File: src/logic/phy_mgmt_pkg.sv
// constants for the basic control/status register bank and mgmt engine
// assumes a 16-bit register view reached over the serial mgmt pins
package phy_mgmt_pkg;
  localparam logic [4:0] REG_CONTROL = 5'h00;
  localparam logic [4:0] REG_STATUS = 5'h01;
  localparam int CTL_AN_EN = 12;
  localparam int CTL_POWERDOWN = 11;
  localparam int CTL_ISOLATE = 10;
  localparam int CTL_RESTART = 9;
  localparam int CTL_DUPLEX = 8;
  localparam int CTL_COL_TEST = 7;
  localparam int STS_AN_DONE = 5;
  localparam int STS_REMOTE_FAULT = 4;
  localparam int STS_LINK = 2;
  localparam int STS_JABBER = 1;
  // capability bits 14..11, 6, 3, 0 hardwired high
  localparam logic [15:0] STS_FIXED = 16'h7849;
  localparam logic [15:0] WORD_ZERO = 16'h0000;
  localparam logic [1:0] OP_WRITE = 2'h1;
  localparam logic [1:0] OP_READ = 2'h2;
  localparam logic [4:0] CNT_ZERO = 5'h00;
  localparam logic [4:0] CNT_ONE = 5'h01;
  localparam logic [4:0] HDR_LAST = 5'h0B;
  localparam logic [4:0] TA_LAST = 5'h01;
  localparam logic [4:0] DATA_LAST = 5'h0F;
  localparam logic [4:0] ISOLATE_ADDR = 5'h00;
  localparam int SYNC_W = 16;

  typedef enum logic [2:0] {
    ST_HUNT = 3'b000,
    ST_START = 3'b001,
    ST_HDR = 3'b010,
    ST_TA = 3'b011,
    ST_DATA = 3'b100
  } mgmt_state_t;
endpackage

File: src/logic/phy_mgmt_control_status.sv
// basic control and status registers of a 10/100 phy, with mgmt engine
// assumes mdc, mdio and mii tx pins are async; core signals on ref_clk
module phy_mgmt_control_status
  import phy_mgmt_pkg::*;
(
  // clock and reset
  input wire logic ref_clk,
  input wire logic reset_n,
  // configuration straps, caught at reset
  input wire logic [4:0] phy_addr_strap,
  input wire logic autoneg_strap,
  input wire logic fast_full_duplex_strap,
  input wire logic slow_full_duplex_strap,
  // serial management pins
  input wire logic mdc,
  input wire logic mdio_in,
  output logic mdio_out,
  output logic mdio_oe,
  // mii transmit pins from the mac
  input wire logic [3:0] mii_txd,
  input wire logic mii_tx_en,
  input wire logic mii_tx_er,
  // mii output pins toward the mac
  output logic mii_tx_clk,
  output logic mii_rx_clk,
  output logic mii_rx_dv,
  output logic mii_rx_er,
  output logic [3:0] mii_rxd,
  output logic mii_col,
  output logic mii_crs,
  output logic mii_out_oe,
  // core side of the mii
  input wire logic core_tx_clk,
  input wire logic core_rx_clk,
  input wire logic core_rx_dv,
  input wire logic core_rx_er,
  input wire logic [3:0] core_rxd,
  input wire logic core_col,
  input wire logic core_crs,
  output logic [3:0] core_txd,
  output logic core_tx_en,
  output logic core_tx_er,
  // line and led drivers
  output logic line_transmit_pair_oe,
  output logic led_oe,
  // phy core status
  input wire logic an_complete,
  input wire logic partner_remote_fault,
  input wire logic far_end_fault,
  input wire logic link_valid,
  input wire logic jabber,
  input wire logic speed_10,
  // phy core control
  output logic an_enable,
  output logic an_restart,
  output logic full_duplex,
  output logic powerdown,
  output logic collision_test
);
  typedef struct packed {
    mgmt_state_t state;
    logic [4:0] cnt;
    logic [15:0] shreg;
    logic [15:0] rd_data;
    logic [4:0] reg_addr;
    logic is_read;
    logic selected;
    logic mdio_out;
    logic mdio_oe;
    logic mdc_prev;
    logic [4:0] phy_addr;
    logic ctl_an_en;
    logic ctl_powerdown;
    logic ctl_isolate;
    logic ctl_restart;
    logic ctl_duplex;
    logic ctl_col_test;
    logic restart_pulse;
    logic an_done_prev;
    logic rf_q;
    logic link_q;
    logic jab_q;
    logic [3:0] txd;
    logic tx_en;
    logic tx_er;
    logic tx_clk;
    logic rx_clk;
    logic rx_dv;
    logic rx_er;
    logic [3:0] rxd;
    logic col;
    logic crs;
    logic out_oe;
  } bank_state_t;

  localparam int PIN_W = 8;
  localparam int STRAP_W = SYNC_W - PIN_W;

  bank_state_t s_q, s_d;
  logic [PIN_W-1:0] pins_s;
  logic [STRAP_W-1:0] straps_s;
  logic mdc_s, mdio_s, tx_en_s, tx_er_s;
  logic [3:0] txd_s;
  logic [4:0] addr_s;
  logic an_s, ffd_s, sfd_s;
  logic mdc_rise, rf_live, jab_live, an_done_rise, mii_iso;
  logic status_read, ctl_write;
  logic [15:0] status_word, control_word, hdr_word, wdata;

  // mgmt and mac pins
  sync_2ff #(
    .WIDTH(PIN_W)
  ) u_pin_sync (
    .ref_clk(ref_clk),
    .async_in({mdc, mdio_in, mii_tx_en, mii_tx_er, mii_txd}),
    .sync_out(pins_s)
  );

  // straps are caught on every ref_clk edge while reset is held low, so their sync must not be cleared
  sync_2ff #(
    .WIDTH(STRAP_W)
  ) u_strap_sync (
    .ref_clk(ref_clk),
    .async_in({phy_addr_strap, autoneg_strap, fast_full_duplex_strap,
               slow_full_duplex_strap}),
    .sync_out(straps_s)
  );

  assign {mdc_s, mdio_s, tx_en_s, tx_er_s, txd_s} = pins_s;
  assign {addr_s, an_s, ffd_s, sfd_s} = straps_s;

  always_comb begin
    s_d = s_q;
    s_d.restart_pulse = 1'b0;
    s_d.mdc_prev = mdc_s;
    s_d.an_done_prev = an_complete;
    mdc_rise = mdc_s & ~s_q.mdc_prev;
    an_done_rise = an_complete & ~s_q.an_done_prev;
    rf_live = partner_remote_fault | far_end_fault;
    jab_live = jabber & speed_10;
    status_read = 1'b0;
    ctl_write = 1'b0;
    hdr_word = {s_q.shreg[14:0], mdio_s};
    wdata = {s_q.shreg[14:0], mdio_s};

    // capability and ability bits are constants
    status_word = STS_FIXED;
    status_word[STS_AN_DONE] = s_q.ctl_an_en & an_complete;
    status_word[STS_REMOTE_FAULT] = s_q.rf_q;
    status_word[STS_LINK] = s_q.link_q;
    status_word[STS_JABBER] = s_q.jab_q;

    control_word = WORD_ZERO;
    control_word[CTL_AN_EN] = s_q.ctl_an_en;
    control_word[CTL_POWERDOWN] = s_q.ctl_powerdown;
    control_word[CTL_ISOLATE] = s_q.ctl_isolate;
    control_word[CTL_RESTART] = s_q.ctl_restart;
    control_word[CTL_DUPLEX] = s_q.ctl_duplex;
    control_word[CTL_COL_TEST] = s_q.ctl_col_test;

    // latches hold; a live event always wins over the read clear
    s_d.rf_q = s_q.rf_q | rf_live;
    s_d.link_q = s_q.link_q & link_valid;
    s_d.jab_q = s_q.jab_q | jab_live;

    if (an_done_rise) begin
      s_d.ctl_restart = 1'b0;
    end

    // engine never looks at isolate or powerdown
    if (mdc_rise) begin
      case (s_q.state)
        ST_HUNT: begin
          // preamble optional: any 0 after idle ones opens a frame
          s_d.mdio_oe = 1'b0;
          if (!mdio_s) begin
            s_d.state = ST_START;
          end
        end
        ST_START: begin
          if (mdio_s) begin
            s_d.state = ST_HDR;
            s_d.cnt = CNT_ZERO;
          end
        end
        ST_HDR: begin
          s_d.shreg = hdr_word;
          s_d.cnt = s_q.cnt + CNT_ONE;
          if (s_q.cnt == HDR_LAST) begin
            s_d.state = ST_TA;
            s_d.cnt = CNT_ZERO;
            s_d.reg_addr = hdr_word[4:0];
            s_d.is_read = hdr_word[11:10] == OP_READ;
            s_d.selected = hdr_word[9:5] == s_q.phy_addr &&
                           (hdr_word[11:10] == OP_READ ||
                            hdr_word[11:10] == OP_WRITE);
            s_d.rd_data = WORD_ZERO;
            if (s_d.selected && s_d.is_read) begin
              if (hdr_word[4:0] == REG_CONTROL) begin
                s_d.rd_data = control_word;
              end else if (hdr_word[4:0] == REG_STATUS) begin
                s_d.rd_data = status_word;
                status_read = 1'b1;
              end
            end
          end
        end
        ST_TA: begin
          s_d.cnt = s_q.cnt + CNT_ONE;
          if (s_q.selected && s_q.is_read) begin
            // first turnaround bit left floating, second driven low
            s_d.mdio_oe = 1'b1;
            s_d.mdio_out = 1'b0;
          end
          if (s_q.cnt == TA_LAST) begin
            s_d.state = ST_DATA;
            s_d.cnt = CNT_ZERO;
            s_d.mdio_out = s_q.rd_data[15];
            s_d.rd_data = {s_q.rd_data[14:0], 1'b0};
          end
        end
        ST_DATA: begin
          s_d.shreg = wdata;
          s_d.cnt = s_q.cnt + CNT_ONE;
          s_d.mdio_out = s_q.rd_data[15];
          s_d.rd_data = {s_q.rd_data[14:0], 1'b0};
          if (s_q.cnt == DATA_LAST) begin
            s_d.state = ST_HUNT;
            s_d.mdio_oe = 1'b0;
            s_d.mdio_out = 1'b0;
            ctl_write = s_q.selected && !s_q.is_read &&
                        s_q.reg_addr == REG_CONTROL;
          end
        end
        default: begin
          s_d.state = ST_HUNT;
          s_d.mdio_oe = 1'b0;
        end
      endcase
    end

    // read returned old values; reload from what is true now
    if (status_read) begin
      s_d.rf_q = rf_live;
      s_d.link_q = link_valid;
      s_d.jab_q = jab_live;
    end

    if (ctl_write) begin
      s_d.ctl_an_en = wdata[CTL_AN_EN];
      s_d.ctl_powerdown = wdata[CTL_POWERDOWN];
      s_d.ctl_isolate = wdata[CTL_ISOLATE];
      s_d.ctl_duplex = wdata[CTL_DUPLEX];
      s_d.ctl_col_test = wdata[CTL_COL_TEST];
      // placed after the completion clear so a new request wins
      if (wdata[CTL_RESTART] && wdata[CTL_AN_EN]) begin
        s_d.ctl_restart = 1'b1;
        s_d.restart_pulse = 1'b1;
      end
    end

    // powerdown implies isolation of the whole mii
    mii_iso = s_q.ctl_isolate | s_q.ctl_powerdown;
    s_d.out_oe = ~mii_iso;
    s_d.txd = mii_iso ? 4'h0 : txd_s;
    s_d.tx_en = ~mii_iso & tx_en_s;
    s_d.tx_er = ~mii_iso & tx_er_s;
    s_d.tx_clk = core_tx_clk;
    s_d.rx_clk = core_rx_clk;
    s_d.rx_dv = core_rx_dv;
    s_d.rx_er = core_rx_er;
    s_d.rxd = core_rxd;
    s_d.crs = core_crs;
    s_d.col = core_col | (s_q.ctl_col_test & tx_en_s);

    // park isolated outputs low: no stale level when the pads enable again
    if (mii_iso) begin
      s_d.tx_clk = 1'b0;
      s_d.rx_clk = 1'b0;
      s_d.rx_dv = 1'b0;
      s_d.rx_er = 1'b0;
      s_d.rxd = 4'h0;
      s_d.col = 1'b0;
      s_d.crs = 1'b0;
    end

    if (!reset_n) begin
      s_d = '0;
      s_d.state = ST_HUNT;
      s_d.ctl_powerdown = 1'b0;
      s_d.ctl_isolate = addr_s == ISOLATE_ADDR;
      s_d.ctl_an_en = an_s;
      s_d.ctl_duplex = ~an_s & (ffd_s | sfd_s);
      s_d.phy_addr = addr_s;
    end
  end

  always_ff @(posedge ref_clk) begin
    s_q <= s_d;
  end

  // mdio pin
  assign mdio_out = s_q.mdio_out;
  assign mdio_oe = s_q.mdio_oe;
  // mii pins; clocks are sampled copies, good enough for isolation tests
  assign mii_tx_clk = s_q.tx_clk;
  assign mii_rx_clk = s_q.rx_clk;
  assign mii_rx_dv = s_q.rx_dv;
  assign mii_rx_er = s_q.rx_er;
  assign mii_rxd = s_q.rxd;
  assign mii_col = s_q.col;
  assign mii_crs = s_q.crs;
  assign mii_out_oe = s_q.out_oe;
  assign core_txd = s_q.txd;
  assign core_tx_en = s_q.tx_en;
  assign core_tx_er = s_q.tx_er;
  // drivers off during powerdown
  assign line_transmit_pair_oe = ~s_q.ctl_powerdown;
  assign led_oe = ~s_q.ctl_powerdown;
  assign an_enable = s_q.ctl_an_en;
  assign an_restart = s_q.restart_pulse;
  assign full_duplex = s_q.ctl_duplex;
  assign powerdown = s_q.ctl_powerdown;
  assign collision_test = s_q.ctl_col_test;
endmodule

File: src/logic/sync_2ff.sv
// two-flop synchroniser for a bundle of asynchronous pin levels
// assumes each bit is an independent level; no bus coherency implied
module sync_2ff #(
  parameter int WIDTH = 1
) (
  // clock
  input wire logic ref_clk,
  // levels
  input wire logic [WIDTH-1:0] async_in,
  output logic [WIDTH-1:0] sync_out
);
  typedef struct packed {
    logic [WIDTH-1:0] meta;
    logic [WIDTH-1:0] stable;
  } sync_state_t;

  sync_state_t s_q, s_d;

  // no reset: straps must flow through while reset is held low
  always_comb begin
    s_d = s_q;
    s_d.meta = async_in;
    s_d.stable = s_q.meta;
  end

  always_ff @(posedge ref_clk) begin
    s_q <= s_d;
  end

  assign sync_out = s_q.stable;
endmodule

File: config.mk
export PLATFORM = sky130hd
export DESIGN_NAME = phy_mgmt_control_status
export DESIGN_NICKNAME = d
export VERILOG_FILES = /design/src/logic/phy_mgmt_pkg.sv /design/src/logic/phy_mgmt_control_status.sv /design/src/logic/sync_2ff.sv
export SDC_FILE = /design/constraint.sdc
export NUM_CORES = 1
export LEC_CHECK = 0
export ABC_CLOCK_PERIOD_IN_PS = 2300
export BUFFER_PORTS_ARGS = -buffer_cell sky130_fd_sc_hd__buf_2
export CAP_MARGIN = 20
export CORE_MARGIN = 3
export CORE_UTILIZATION = 40
export CTS_CLUSTER_DIAMETER = 120
export DETAILED_ROUTE_END_ITERATION = 12
export HOLD_SLACK_MARGIN = 0.08
export SYNTH_ARGS = -nofsm -noshare
export SYNTH_HDL_FRONTEND = slang
export SYNTH_HIERARCHICAL = 1
export SYNTH_SLANG_ARGS = --single-unit
File: constraint.sdc
create_clock -name ref_clk -period 2.3 [get_ports ref_clk]
set_clock_uncertainty 0.1 [all_clocks]
set_input_delay 0.69 -clock ref_clk [delete_from_list [all_inputs] [get_ports ref_clk]]
set_output_delay 0.69 -clock ref_clk [all_outputs]
set_load 0.1 [all_outputs]
==> results_tabular.tex <==
\begin{tabular}{lr}
\hline
Metric & Value \\
\hline
\multicolumn{2}{l}{\textbf{Clocking}} \\
\quad Clock tree root buffer cell & sky130\_fd\_sc\_hd\_\_clkbuf\_8 \\
\quad Reg clk slew, reported paths & approximately 130 ps \\
\quad CTS tree & yes \\
\quad Number of buffers created by CTS & 9 \\
\quad Number of buffers added for setup after CTS & 0 \\
\quad Worst-case clock buffer depth & 2 \\
\quad Clock sink total & about 110 \\
\quad CTS H-Tree Depth & 3 \\
\quad Number of buffers inserted by hold repair at cts & 0 \\
\quad Latest clock arrival within the worst-skew pair & approximately 380 ps \\
\multicolumn{2}{l}{\textbf{Logic synthesis}} \\
\quad Area share of the largest cell type after synthesis & 0.477 \\
\quad Number of register bits inferred by synthesis & roughly 110 \\
\quad Post-synth top flop & sky130\_fd\_sc\_hd\_\_dfxtp\_1 \\
\quad Sequential fraction of the synthesis area & 0.532 \\
\quad Number of library cell types mapped by synthesis & 60 \\
\quad Synthesis warning total & 6 \\
\quad Gate Count Post-Synth & approximately 420 \\
\quad Number of synthesized flops with an enable pin & 8 \\
\quad Cell taking the most area after synthesis & sky130\_fd\_sc\_hd\_\_dfxtp\_1 \\
\quad Synthesized Nets & about 450 \\
\quad Syn Area/Cell & 10.4 sq um \\
\quad Ranking of synthesized cells by area & sky130\_fd\_sc\_hd\_\_dfxtp\_1 (48\%), sky130\_fd\_sc\_hd\_\_edfxtp\_1 (5.6\%), sky130\_fd\_sc\_hd\_\_mux2i\_1 (4.9\%), sky130\_fd\_sc\_hd\_\_nor2\_1 (2.8\%), sky130\_fd\_sc\_hd\_\_and2\_1 (2.5\%) \\
\quad Synth Cell Area & 0.00433 sq mm \\
\quad Fraction of registers with async set or reset after synthesis & 0 \\
\multicolumn{2}{l}{\textbf{Die}} \\
\quad Total die area & 0.0121 sq mm \\
\quad Initial Utilization & 0.415 \\
\quad Horizontal extent of the die & $\sim$110 microns \\
\quad Count of pins on the block boundary & 60 \\
\quad Die Height & 110 microns \\
\quad Core box area & 0.0104 sq mm \\
\quad Number of standard-cell rows in the floorplan & 37 \\
\multicolumn{2}{l}{\textbf{Status}} \\
\quad Run status & completed \\
\multicolumn{2}{l}{\textbf{Place}} \\
\quad Detail Placement HPWL & $\sim$6700 microns \\
\quad Weighted congestion reported at the end of routability-driven placement & a little under 0.9 \\
\quad Placed Instance Area & between 0.004 and 0.005 sq mm \\
\quad Port buffer count & 59 \\
\multicolumn{2}{l}{\textbf{Detailed routing}} \\
\quad Iteration-0 DRC count of the detailed router & $\sim$270 \\
\quad Via density per instance & $\sim$5.2 \\
\quad Average routed wire per standard cell & between 10 and 15 microns \\
\quad Routed via count & about 3200 \\
\quad First-pass iteration count of the detailed router & 4 \\
\quad Post-DRT Antenna Nets & 0 \\
\quad Number of remaining DRC errors & 0 \\
\quad Final Routed Wirelength & approximately 9200 microns \\
\multicolumn{2}{l}{\textbf{Cells and area}} \\
\quad Fraction of final layout cells with drive strength greater than 1 & 0.261 \\
\quad Post-layout net count & just over 500 \\
\quad Antenna Cells & 0 \\
\quad Filler Cells Inserted & 964 \\
\quad Design area & 0.00511 sq mm \\
\quad Layout overhead on the synthesized area & 18.2\% \\
\multicolumn{2}{l}{\textbf{Timing}} \\
\quad Number of pins with negative max-slew slack in the final report & 0 \\
\quad Total negative setup slack & 0 ps \\
\quad Tcrit/Tclk final & 0.954 \\
\quad Maximum frequency from static timing analysis & around 460 MHz \\
\quad Final critical path time including I/O delays and setup & roughly 2200 ps \\
\quad Slew @ Worst Pin & about 750 ps \\
\quad Headroom to the max-slew limit & 0.499 \\
\quad Setup repair after global routing missed its margin & false \\
\quad Final Hold Vio Count & 0 \\
\quad Setup violations, final & 0 \\
\multicolumn{2}{l}{\textbf{Hold path}} \\
\quad Worst Min Path Start & u\_strap\_sync/s\_d[7]\$\_DFF\_P\_ \\
\quad Path class of the lowest-slack min-delay path & reg2reg \\
\quad Capture endpoint of the worst hold path & u\_strap\_sync/sync\_out[7]\$\_DFF\_P\_ \\
\quad Worst hold path stage count & 0 \\
\multicolumn{2}{l}{\textbf{Setup path}} \\
\quad Endpoint arrival time on the critical path & 2400 ps \\
\quad Kind of capture point of the worst setup path & flop \\
\quad Critical path launch point type & flop \\
\quad R2r setup slk & between 100 and 150 ps \\
\quad R2R cell count & 6 \\
\quad Endpoint of the worst-slack reg-to-reg timing path & mdio\_out\$\_SDFFE\_PN0P\_ \\
\quad Required time at the worst-slack endpoint & approximately 2500 ps \\
\quad Largest fanout on the critical path & 4 \\
\quad Category of the critical setup timing path & reg2reg \\
\quad Worst flop-to-flop path startpoint & s\_q[76]\$\_SDFFE\_PN0P\_ \\
\multicolumn{2}{l}{\textbf{Power}} \\
\quad Final total power & 3.57 mW \\
\quad Power per cell area & between 600 and 700 mW/mm\^{}2 \\
\quad P\_leak & around 2.2 nW \\
\quad Max VDD drop & 0.000448 V \\
\multicolumn{2}{l}{\textbf{GRT}} \\
\quad Total GRT Usage & 0.155 \\
\quad Number of antenna violations at the first check in global routing & 0 \\
\quad Wire length of the first global-routing pass & 14700 microns \\
\quad Final global-route overflow total & 0 \\
\quad Largest net degree at the start of global routing & 25 \\
\quad Number of global-route vias before repair & 3078 \\
\multicolumn{2}{l}{\textbf{Flow run}} \\
\quad Max-capacitance violation count & 0 \\
\hline
\end{tabular}
-- sequential cells by signal, summed over array words and instances (netlist names), 2 cells and up --
name                   cells
core_txd                   4
u_strap_sync/s_d           8
mii_rxd                    4
hdr_word                  12
u_pin_sync/s_d             8
s_q                       41
control_word               2
u_pin_sync/sync_out        8
u_strap_sync/sync_out      8
-- power by group --
part           switching [mW]  internal (mW)
Clock                   0.764          0.461
Combinational           0.225         0.0908
Sequential             0.0251           2.00
-- synthesized netlist by cell type, drive strengths merged (2+ instances only) --
master / count
o31ai: 14
nand2b: 5
a31oi: 5
or4b: 2
and3: 2
o21ai: 7
nand3: 7
nor3: 6
a21oi: 19
or3: 4
nand4: 17
clkbuf: 20
o21bai: 2
buf: 17
nor2b: 5
xor2: 5
nor3b: 4
o211ai: 2
a32oi: 4
nand2: 12
o22ai: 2
a22oi: 2
nor2: 32
o21a: 12
mux2i: 21
nor4: 3
or4: 5
and2: 17
inv: 11
nor4b: 4
or3b: 2
o32a: 2
edfxtp: 8
dfxtp: 103
a211oi: 4
a221oi: 9
a31o: 2
ha: 4
-- worst max-delay path, cell delays in order (launching register included) --
cell,delay (ps)
sky130_fd_sc_hd__dfxtp_2,360
sky130_fd_sc_hd__inv_1,80
sky130_fd_sc_hd__ha_1,150
sky130_fd_sc_hd__or4b_1,520
sky130_fd_sc_hd__mux2_4,290
sky130_fd_sc_hd__or4b_1,470
sky130_fd_sc_hd__a21oi_1,150
-- stage by stage --
stage	std cells	hold slack, ps	setup slack, ps	util
2_1_floorplan	415	210	-3.56	-
3_3_place_gp	602	210	58.7	0.469
3_5_place_dp	602	212	23.7	0.469
4_1_cts	618	239	96.8	0.490
5_1_grt	618	226	25.8	0.491
6_report	618	229	105	0.491
-- kinds of logic (layout without fill, tap and decap cells) --
group | count (synthesis) | in the layout | share of synthesized area
AOI/OAI and AO/OA | 90 | 90 | 0.150
muxes | 22 | 22 | 0.0521
adders and majority gates | 4 | 4 | 0.0116
and+or+nand+nor | 134 | 134 | 0.189
xor gates and xnor gates | 6 | 6 | 0.0121
DFF | 111 | 111 | 0.532
buffers and inverters | 48 | 115 | 0.0535
-- routing by layer --
layer	global-route usage	vias up	routed length, microns
met5	0	-	0
met4	0.0374	0	59
met3	0.0361	6	393
met2	0.259	61	4520
met1	0.202	1526	4240
li1	-	1630	-
-- area by class of cell --
class	instances	area, sq um	share of cell area
clock inverters	7	96.3	0.0188
multi-input cells	256	1840	0.360
flip-flops and latches	111	2310	0.452
well taps	136	170	0.0333
repair buffers	88	526	0.103
inverters	11	45.0	0.00881
clock buffers	9	124	0.0242
-- layout by cell type, fill, tap and decap left out, types with 7 or more instances in the layout --
cell,n
sky130_fd_sc_hd__o31ai_1,14
sky130_fd_sc_hd__o21ai_0,7
sky130_fd_sc_hd__a221oi_1,9
sky130_fd_sc_hd__nand3_1,7
sky130_fd_sc_hd__dfxtp_1,100
sky130_fd_sc_hd__clkbuf_8,9
sky130_fd_sc_hd__buf_4,28
sky130_fd_sc_hd__o21a_1,12
sky130_fd_sc_hd__nand4_1,17
sky130_fd_sc_hd__nand2_1,12
sky130_fd_sc_hd__inv_1,10
sky130_fd_sc_hd__a21oi_1,18
sky130_fd_sc_hd__mux2i_1,21
sky130_fd_sc_hd__nor2_1,32
sky130_fd_sc_hd__buf_2,59
sky130_fd_sc_hd__and2_1,17
sky130_fd_sc_hd__edfxtp_1,8
-- worst max path at each step --
stage,start,endpoint,cells past startpoint
CTS,s_q[76]$_SDFFE_PN0P_,mdio_out$_SDFFE_PN0P_,6
detailed placement,s_q[75]$_SDFFE_PN0P_,powerdown$_SDFFE_PN0N_,8
global placement,s_q[75]$_SDFFE_PN0P_,collision_test$_SDFFE_PN0N_,8
floorplan,s_q[75]$_SDFFE_PN0P_,an_enable$_DFFE_PP_,6
global route,s_q[82]$_SDFFE_PN0P_,collision_test$_SDFFE_PN0N_,6
finish,s_q[76]$_SDFFE_PN0P_,mdio_out$_SDFFE_PN0P_,6
-- timing repair --
action / in CTS / in global routing
endpoints found under the setup margin: 1 / 4
resized for setup: 0 / 1
cloned: 0 / 0
pin swaps: 1 / 0
endpoints found under the hold margin: 0 / 0
Power figures use the tool's default switching activity.
